`src/common/plcs_params.svh`:
```
`ifndef PLCS_PARAMS_SVH
`define PLCS_PARAMS_SVH

// Register byte addresses on the APB window
`define PLCS_OFS_LINK      12'h0d0
`define PLCS_OFS_IRQ_ST    12'h0e0
`define PLCS_OFS_IRQ_MASK  12'h0e4
`define PLCS_OFS_SLOT_CLOCK_STRAP   12'h0e8

// Link control field positions (low half of the word)
`define PLCS_B_ASPM_LO     0
`define PLCS_B_ASPM_HI     1
`define PLCS_B_RCB         3
`define PLCS_B_DIS         4
`define PLCS_B_RETRAIN     5
`define PLCS_B_CCLK        6
`define PLCS_B_ESYNC       7
`define PLCS_B_HAWD        9
`define PLCS_B_DS10        10
`define PLCS_B_DS11        11

// Link status field positions (high half of the word)
`define PLCS_B_SPEED_LO    16
`define PLCS_B_SPEED_HI    19
`define PLCS_B_WIDTH_LO    20
`define PLCS_B_WIDTH_HI    25
`define PLCS_B_TERR        26
`define PLCS_B_TRAIN       27
`define PLCS_B_SLOT_CLOCK_STRAP     28
`define PLCS_B_DLACT       29

// Codes and reset values
`define PLCS_ASPM_OFF      2'h0
`define PLCS_SPEED_2G5     4'h1
`define PLCS_SPEED_5G0     4'h2
`define PLCS_WIDTH_X1      6'h01

// Ordered-set counts for leaving low-power states
`define PLCS_FTS_EXT       13'h1000
`define PLCS_TS1_EXT       11'h400
`define PLCS_FTS_NORM      13'h0040
`define PLCS_TS1_NORM      11'h010

// Interrupt status bits
`define PLCS_IRQ_TERR      0
`define PLCS_IRQ_TDONE     1
`define PLCS_IRQ_DLCHG     2
`define PLCS_IRQ_N         3

`endif

```
`src/common/plcs_pkg.sv`:
```
package plcs_pkg;

  // Writable state of the link control register
  typedef struct packed {
    logic [1:0] aspm;
    logic       dis;
    logic       cclk;
    logic       esync;
    logic       hawd;
    logic       ds10;
    logic       ds11;
  } plcs_ctrl_s;

  typedef logic [2:0] plcs_irq_t;

endpackage : plcs_pkg

```
`src/common/plcs_irq_if.sv`:
```
`timescale 1ns/10ps
`include "plcs_params.svh"

interface plcs_irq_if;
  logic [`PLCS_IRQ_N-1:0] ev;
  logic [`PLCS_IRQ_N-1:0] clr;
  logic [`PLCS_IRQ_N-1:0] mask;
  logic [`PLCS_IRQ_N-1:0] status;
  logic                   irq;

  modport core
  (
    output ev,
    output clr,
    output mask,
    input  status,
    input  irq
  );

  modport unit
  (
    input  ev,
    input  clr,
    input  mask,
    output status,
    output irq
  );
endinterface : plcs_irq_if

```
`src/hdl/plcs_irq.sv`:
```
`timescale 1ns/10ps
`include "plcs_params.svh"

module plcs_irq
(
  // Clock and reset
  input wire logic pclk,
  input wire logic presetn,
  // Event and status link to the register core
  plcs_irq_if.unit irq_if
);

  logic [`PLCS_IRQ_N-1:0] st_q;

  genvar i;
  generate
    for (i = 0; i < `PLCS_IRQ_N; i++)
    begin : g_bit
      // Set beats clear so an event in the clearing cycle is kept
      always_ff @(posedge pclk or negedge presetn)
      begin
        if (!presetn)
          st_q[i] <= 1'b0;
        else if (irq_if.ev[i])
          st_q[i] <= 1'b1;
        else if (irq_if.clr[i])
          st_q[i] <= 1'b0;
      end
    end
  endgenerate

  assign irq_if.status = st_q;
  assign irq_if.irq    = |(st_q & irq_if.mask);
endmodule : plcs_irq

```
`src/hdl/plcs_link_regs.sv`:
```
`timescale 1ns/10ps
`include "plcs_params.svh"

// What this block does
// - Two-bit power field picks none, L0s, L1 or both; resets to none.
// - Receiver may always enter L0s whatever the power field says.
// - Read completion boundary bit is read-only and reads zero.
// - Link disable is zero on upstream; downstream it takes the link down.
// - Retrain is zero upstream; downstream a one starts retraining; reads zero.
// - Common clock bit is writable, resets to zero, tells the clocking.
// - Extended sync asks for 4096 FTS and 1024 TS1 sets on exit.
// - Bits ten and eleven read zero upstream, read-write downstream.
// - Current speed reports 2.5 or 5.0 Gb/s, resets to 5.0 code.
// - Negotiated width reports trained width, resets to one-lane code.
// - Training error sets on failure, clears on entering L0, resets zero.
// - Training flag is one while training runs, resets to zero.
// - Slot clock bit loads from strap, software may override it.
// - Link active reads one only while the link layer is active.

module plcs_link_regs
#(
  parameter bit UPSTREAM = 1'b0
)
(
  // Clock and reset
  input  wire logic        pclk,
  input  wire logic        presetn,
  // APB slave
  input  wire logic        psel,
  input  wire logic        penable,
  input  wire logic        pwrite,
  input  wire logic [11:0] paddr,
  input  wire logic [31:0] pwdata,
  input  wire logic [3:0]  pstrb,
  output logic      [31:0] prdata,
  output logic             pready,
  output logic             pslverr,
  // Training machine status
  input  wire logic        lt_training,
  input  wire logic        lt_fail,
  input  wire logic        lt_in_l0,
  input  wire logic [3:0]  lt_speed,
  input  wire logic [5:0]  lt_width,
  input  wire logic        dl_active,
  input  wire logic        slot_clock_strap,
  // Training machine control
  output logic             link_disable,
  output logic             retrain_req,
  output logic             aspm_l0s_tx_en,
  output logic             aspm_l1_en,
  output logic             rx_l0s_en,
  output logic             common_clock,
  output logic             ext_synch,
  output logic [12:0]      fts_sets,
  output logic [10:0]      ts1_sets,
  output logic             hw_width_dis,
  // Interrupt
  output logic             irq
);

  plcs_pkg::plcs_ctrl_s   ctrl_q;
  plcs_pkg::plcs_ctrl_s   ctrl_d;
  plcs_pkg::plcs_irq_t    mask_q;
  logic                   retrain_q;
  logic [3:0]             speed_q;
  logic [5:0]             width_q;
  logic                   terr_q;
  logic                   train_q;
  logic                   dlact_q;
  logic                   slot_clock_strap_q;
  logic                   strap_done_q;
  logic [31:0]            prdata_q;

  plcs_irq_if irq_if ();

  plcs_irq u_irq
  (
    .pclk    (pclk),
    .presetn (presetn),
    .irq_if  (irq_if.unit)
  );

  // Bus decode
  wire        setup_rd = psel & ~penable & ~pwrite;
  wire        wr_en    = psel & penable & pwrite;
  wire        sel_link = (paddr == `PLCS_OFS_LINK);
  wire        sel_st   = (paddr == `PLCS_OFS_IRQ_ST);
  wire        sel_mask = (paddr == `PLCS_OFS_IRQ_MASK);
  wire        sel_slot = (paddr == `PLCS_OFS_SLOT_CLOCK_STRAP);
  wire        hit      = sel_link | sel_st | sel_mask | sel_slot;
  wire        lo_we    = wr_en & sel_link & pstrb[0];
  wire        hi_we    = wr_en & sel_link & pstrb[1];
  wire        st_we    = wr_en & sel_st & pstrb[0];
  wire        mask_we  = wr_en & sel_mask & pstrb[0];
  wire        slot_we  = wr_en & sel_slot & pstrb[0];

  // Control register next value; fixed bits never take write data
  assign ctrl_d.aspm  = lo_we ? pwdata[`PLCS_B_ASPM_HI:`PLCS_B_ASPM_LO]
                              : ctrl_q.aspm;
  assign ctrl_d.dis   = UPSTREAM ? 1'b0
                      : (lo_we ? pwdata[`PLCS_B_DIS] : ctrl_q.dis);
  assign ctrl_d.cclk  = lo_we ? pwdata[`PLCS_B_CCLK] : ctrl_q.cclk;
  assign ctrl_d.esync = lo_we ? pwdata[`PLCS_B_ESYNC] : ctrl_q.esync;
  assign ctrl_d.hawd  = hi_we ? pwdata[`PLCS_B_HAWD] : ctrl_q.hawd;
  assign ctrl_d.ds10  = UPSTREAM ? 1'b0
                      : (hi_we ? pwdata[`PLCS_B_DS10] : ctrl_q.ds10);
  assign ctrl_d.ds11  = UPSTREAM ? 1'b0
                      : (hi_we ? pwdata[`PLCS_B_DS11] : ctrl_q.ds11);

  always_ff @(posedge pclk or negedge presetn)
  begin
    if (!presetn)
      ctrl_q <= '0;
    else
      ctrl_q <= ctrl_d;
  end

  // Retrain is a one-cycle request and is never stored for readback
  always_ff @(posedge pclk or negedge presetn)
  begin
    if (!presetn)
      retrain_q <= 1'b0;
    else
      retrain_q <= ~UPSTREAM & lo_we & pwdata[`PLCS_B_RETRAIN];
  end

  // Speed and width are only meaningful once training lands in L0
  always_ff @(posedge pclk or negedge presetn)
  begin
    if (!presetn)
    begin
      speed_q <= `PLCS_SPEED_5G0;
      width_q <= `PLCS_WIDTH_X1;
    end
    else if (lt_in_l0)
    begin
      speed_q <= lt_speed;
      width_q <= lt_width;
    end
  end

  // A failure in the same cycle as L0 entry keeps the error visible
  always_ff @(posedge pclk or negedge presetn)
  begin
    if (!presetn)
      terr_q <= 1'b0;
    else if (lt_fail)
      terr_q <= 1'b1;
    else if (lt_in_l0)
      terr_q <= 1'b0;
  end

  always_ff @(posedge pclk or negedge presetn)
  begin
    if (!presetn)
    begin
      train_q <= 1'b0;
      dlact_q <= 1'b0;
    end
    else
    begin
      train_q <= lt_training;
      dlact_q <= dl_active;
    end
  end

  // Strap is caught on the first edge after reset release, not by reset
  always_ff @(posedge pclk or negedge presetn)
  begin
    if (!presetn)
    begin
      slot_clock_strap_q    <= 1'b0;
      strap_done_q <= 1'b0;
    end
    else if (!strap_done_q)
    begin
      slot_clock_strap_q    <= slot_clock_strap;
      strap_done_q <= 1'b1;
    end
    else if (slot_we)
      slot_clock_strap_q <= pwdata[0];
  end

  always_ff @(posedge pclk or negedge presetn)
  begin
    if (!presetn)
      mask_q <= '0;
    else if (mask_we)
      mask_q <= pwdata[`PLCS_IRQ_N-1:0];
  end

  // Interrupt events and write-one-to-clear
  wire [`PLCS_IRQ_N-1:0] ev_w = {dl_active ^ dlact_q,
                                 train_q & ~lt_training,
                                 lt_fail};
  assign irq_if.ev   = ev_w;
  assign irq_if.clr  = st_we ? pwdata[`PLCS_IRQ_N-1:0] : '0;
  assign irq_if.mask = mask_q;

  // Read data; every unnamed bit is reserved and reads zero
  wire [15:0] ctrl_rd = {4'h0, ctrl_q.ds11, ctrl_q.ds10, ctrl_q.hawd, 1'b0,
                         ctrl_q.esync, ctrl_q.cclk, 1'b0, ctrl_q.dis,
                         1'b0, 1'b0, ctrl_q.aspm};
  wire [15:0] stat_rd = {2'h0, dlact_q, slot_clock_strap_q, train_q, terr_q,
                         width_q, speed_q};
  wire [31:0] rd_mux  = sel_link ? {stat_rd, ctrl_rd}
                      : sel_st   ? {29'h0, irq_if.status}
                      : sel_mask ? {29'h0, mask_q}
                      : sel_slot ? {31'h0, slot_clock_strap_q}
                      : 32'h0;

  // Read data is captured in setup so the access phase needs no wait
  always_ff @(posedge pclk or negedge presetn)
  begin
    if (!presetn)
      prdata_q <= 32'h0;
    else if (setup_rd)
      prdata_q <= rd_mux;
  end

  assign prdata  = prdata_q;
  assign pready  = 1'b1;
  assign pslverr = psel & penable & ~hit;

  // Link-side controls
  assign link_disable   = ctrl_q.dis;
  assign retrain_req    = retrain_q;
  assign aspm_l0s_tx_en = ctrl_q.aspm[0];
  assign aspm_l1_en     = ctrl_q.aspm[1];
  assign rx_l0s_en      = 1'b1;
  assign common_clock   = ctrl_q.cclk;
  assign ext_synch      = ctrl_q.esync;
  assign fts_sets       = ctrl_q.esync ? `PLCS_FTS_EXT
                                       : `PLCS_FTS_NORM;
  assign ts1_sets       = ctrl_q.esync ? `PLCS_TS1_EXT
                                       : `PLCS_TS1_NORM;
  assign hw_width_dis   = ctrl_q.hawd;
  assign irq            = irq_if.irq;
endmodule : plcs_link_regs

```
`config.mk`:
```
export PLATFORM = sky130hd
export DESIGN_NAME = plcs_link_regs
export DESIGN_NICKNAME = d
export VERILOG_FILES = /design/src/common/plcs_pkg.sv /design/src/common/plcs_irq_if.sv /design/src/hdl/plcs_irq.sv /design/src/hdl/plcs_link_regs.sv
export VERILOG_INCLUDE_DIRS = /design/src /design/src/common
export SDC_FILE = /design/constraint.sdc
export NUM_CORES = 1
export LEC_CHECK = 0
export BUFFER_PORTS_ARGS = -buffer_cell sky130_fd_sc_hd__clkbuf_2
export CAP_MARGIN = 20
export CORE_ASPECT_RATIO = 0.9
export CORE_UTILIZATION = 44
export DETAILED_ROUTE_END_ITERATION = 16
export PLACE_DENSITY = 0.82
export SYNTH_ARGS = -nofsm -noshare
export SYNTH_HDL_FRONTEND = slang
export SYNTH_HIERARCHICAL = 1
export SYNTH_SLANG_ARGS = --single-unit
```
`constraint.sdc`:
```
create_clock -name pclk -period 1.1 [get_ports pclk]
set_input_delay 0.11 -clock pclk [delete_from_list [all_inputs] [get_ports pclk]]
set_output_delay 0.11 -clock pclk [all_outputs]
set_load 0.005 [all_outputs]
```
# == Word level (Yosys, flattened, before mapping) ==
# Index checks and enable logic that the tools add are counted.
# classes
n_bitwise,25
n_eq_ne,5
mux,17
n_reduce_logical,5
# ops
op,n
equality test 12 x 8 -> 1 bit (second input constant),4
2-to-1 mux 30 bit,1
bitwise AND 1 bit,16
2-to-1 mux 13 bit,1
2-to-1 mux 1 bit,11
2-to-1 mux 11 bit,1
2-to-1 mux 3 bit,3
nonzero test 2 bit,4
inverter 1 bit,4
bitwise AND 3 bit,1
bitwise OR 1 bit,3
OR reduction 3 bit,1
inequality test 2 x 1 -> 1 bit (second input constant),1
bitwise XOR 1 bit,1
# word_totals
output_inout_bits,67
reg_bits,62
word_cells,72

# == Depth between registers and ports, before layout ==
# logic_depth
word_depth,7
mapped_depth,6

# == By module ==
# The synthesis kept the hierarchy.
# modules_own_cells
mod,area_each_um2,cells_per_inst,instances
plcs_link_regs,2324.7,185,1
plcs_irq,123.9,11,1

# == Least setup slack after synthesis ==
# Ideal clock, no wire load.
# synth_timing
path_kind,input -> register
start,in paddr[1]
end,reg mask_q[0] (netlist: irq_if.mask[0])
t_arrival_ns,1.352
n_path_buf,0
setup_ns,0.125
setup_slack_ns,-0.378
cell_stages,4
cell_sequence,nor4_4 > nand4_2 > or4_4 > mux2_4
# synth_via
elab_chain_len,3
# synth_lines
element,line_no,text
from (decl),plcs_link_regs.sv:32,"input wire logic [11:0] paddr,"
equality test 12 x 8 -> 1 bit (no line),--,
bitwise AND 1 bit (2 in series),plcs_link_regs.sv:94,wire mask_we = wr_en & sel_mask & pstrb[0];
to (signal assigned),plcs_link_regs.sv:189,mask_q <= pwdata[`PLCS_IRQ_N-1:0];
to (decl),plcs_link_regs.sv:63,plcs_pkg::plcs_irq_t mask_q;
# No other way between the ends.
# A chain may end at the register's enable or synchronous reset.

# == Worst setup path in the final report ==
# Ends and elaborated chain as after synthesis.

==> run metrics <==
ant diodes 0; IO Pins 135; Net Switching 0.873 mW; Layout Nets 376; Worst Hold End terr_q; CTS max path bufs 2; critical path endpoint category flop; DR vias 1894; dpl hpwl 4220 um; number of port buffers 79; core footprint 5320 um2; initial antenna violation count 0; unrepaired setup endpoints after global routing yes; hold path start lt_fail; Crit Reg-Reg Startpoint irq_if.mask[0]; Final Max Slew Viols 0; maximum vdd ir drop 0.742 mV; FILL cells 433; worst path arrival time 1.63 ns; antenna-violating nets left 0; Syn. warnings 6; post-synth top area cell dfrtp_1; DRC 0; insertion delay to the later sink of the worst-skew pair 0.31 ns; most frequent cell after synthesis dfrtp_1; CTS sink count 53; worst-path fanout max 3; leakage dissipation 1.80 nW; chip width 80.6 um; CTS tree built; H-tree levels 2; synthesis-to-layout area growth 36.4%; Post-Synthesis Cell Area 2450 um2; # Max-Cap Violations 0; Placer Congestion 0.884; synth top area cells dfrtp_1, buf_4, mux2_2; FP Rows 25; Synth Instances 196; Fin. Hold Viols 0; Final Critical Period 1.43 ns; startpoint types input pin; Post-synth ARST share 1.00; count of cell types in the netlist 38; R2R depth 6; Global Route Usage Sum 0.211; r2r endpoint prdata[0]; Post-synth EDFFs 0; Seq cells post-synth 53; fin worst setup slack -0.332 ns; Reg area 1330 um2; Setup Viol. Count Final 36; register area share after synthesis 0.543; clk root buf clkbuf_8; Power Dens Cells 1050 nW/um2; die height 72.8 um; area share of the largest cell type after synthesis 0.521; Final Skew 0.00854 ns; Clk pin slew, worst setup/hold paths 0.09 ns; layout cells sized above 1 0.528; Post-synth top cells dfrtp_1, buf_4, a22o_1, mux2_2, inv_1; Worst EP required 1.29 ns; critical path class in2reg; worst min path class in2reg; TNS Setup -3.75 ns; status finished, violations left; Net Sw Frac 0.248; first-pass GRT wire length 9210 um; initial DRC count 66; mean post-synth cell area 12.5 um2; violated checks negative setup slack; Num CTS Buffers 5; vias in the first global route 1896; Hold Crit Depth 2; die area 5870 um2; initial core utilization 0.460; Int Power 2.65 mW; Seq pwr share 0.576; via/cell ratio 5.04; final WL 5880 um; fmax 698 MHz; DR WL/cell 15.6 um; largest net degree at the start of global routing 25; reg2reg setup slack -0.16 ns; Clk pwr share 0.315; grt ovf 0; post-layout util 0.628; drt pass-1 iters 4; Comb pwr share 0.110; Main synth FF type dfrtp_1; multi-input logic area 1020 um2; Final Cycle Share 1.30
==> critical path, stage by stage <==
cell and delay (ns):
buf_8 0.10, nor4_4 0.33, nand4_2 0.17, buf_6 0.15
or4_4 0.45, mux2_4 0.31
==> placed cells by master (no fill, tap or decap), types with 3 or more instances in the layout <==
cell	Yosys	final
dfrtp_1	51	50
buf_12	0	3
mux2_2	19	12
mux2i_1	3	3
clkbuf_8	0	6
conb_1	2	32
clkbuf_2	0	76
a21o_1	5	5
nor2_1	6	3
nor2_4	0	3
mux2_4	3	10
inv_1	9	8
a22o_1	20	20
dlygate4sd3_1	0	4
buf_6	0	9
buf_4	34	23
nand2_1	4	3
nand4_1	3	3
==> flip-flops by register name (all words and copies together), names as in the netlist <==
name and flops:
prdata 23, link_disable 1, strap_done_q 1, u_irq/irq_if.status 3, hw_width_dis 1, ext_synch 1
dlact_q 1, retrain_req 1, slot_clock_strap_q 1, aspm_l0s_tx_en 1, width_q 6, aspm_l1_en 1
terr_q 1, speed_q 4, train_q 1, ctrl_q 2, irq_if.mask 3, common_clock 1
==> metal layers <==
layer | part of all wire | vias up | GRT usage
met5 | 0 | - | 0
met3 | 0.053 | 16 | 0.0425
li1 | - | 852 | -
met4 | 0.022 | 0 | 0.0754
met2 | 0.51 | 83 | 0.365
met1 | 0.41 | 943 | 0.261
==> layout make-up <==
cell class              instances  share of cell area
multi-input cells             122               0.305
clock buffers                   5              0.0206
well taps                      67              0.0251
clock inverters                 3             0.00637
repair buffers                117               0.235
flip-flops and latches         53               0.398
inverters                       9              0.0101
==> worst max-delay path by stage <==
stage               depth (start not counted)             end           start
floorplan                                   4  irq_if.mask[0]        paddr[8]
global placement                            5  irq_if.mask[0]        paddr[1]
detailed placement                          5  irq_if.mask[2]        paddr[1]
CTS                                         3             irq  irq_if.mask[0]
global route                                3             irq  irq_if.mask[0]
finish                                      6  irq_if.mask[0]        paddr[1]
==> stage by stage <==
step | hold WS, ns | instance area (um2) | setup WS, ns | total power [mW] | std cells
6_report | 0.0207 | 3340 | -0.332 | 3.52 | 376
5_1_grt | 0.0192 | 3340 | -0.418 | 3.66 | 376
4_1_cts | 0.0245 | 3260 | -0.317 | 3.54 | 373
3_5_place_dp | 0.0417 | 3010 | -0.484 | 2.41 | 355
3_3_place_gp | 0.0406 | 3010 | -0.435 | 2.40 | 355
2_1_floorplan | -0.186 | 2640 | -0.377 | 2.29 | 226
==> cell families (layout without fill, tap and decap cells) <==
| logic type | count (synthesis) | in the layout | synth area share |
|---|---|---|---|
| AOI/OAI and AO/OA | 33 | 33 | 0.113 |
| xor gates and xnor gates | 1 | 1 | 0.00358 |
| buffers and inverters | 51 | 134 | 0.131 |
| DFF | 53 | 53 | 0.543 |
| muxes | 25 | 25 | 0.118 |
| other | 2 | 32 | 0.00307 |
| and+or+nand+nor | 31 | 31 | 0.0879 |
==> repair_timing <==
action / 4_1_cts / 5_1_grt
hold buffers: 4 / 0
endpoints found under the hold margin: 12 / 0
setup endpoints to repair: 16 / 42
pin swaps: 9 / 10
buffers inserted: 7 / 6
resized for setup: 17 / 15
==> power groups by stage <==
stage	logic, mW	clock network, mW	registers [mW]
floorplan	0.227	0	2.06
detailed placement	0.346	0	2.07
global route	0.428	1.20	2.03
finish	0.385	1.11	2.03
global placement	0.336	0	2.06
CTS	0.370	1.14	2.03
No activity file was read; power rests on OpenSTA's default activity.
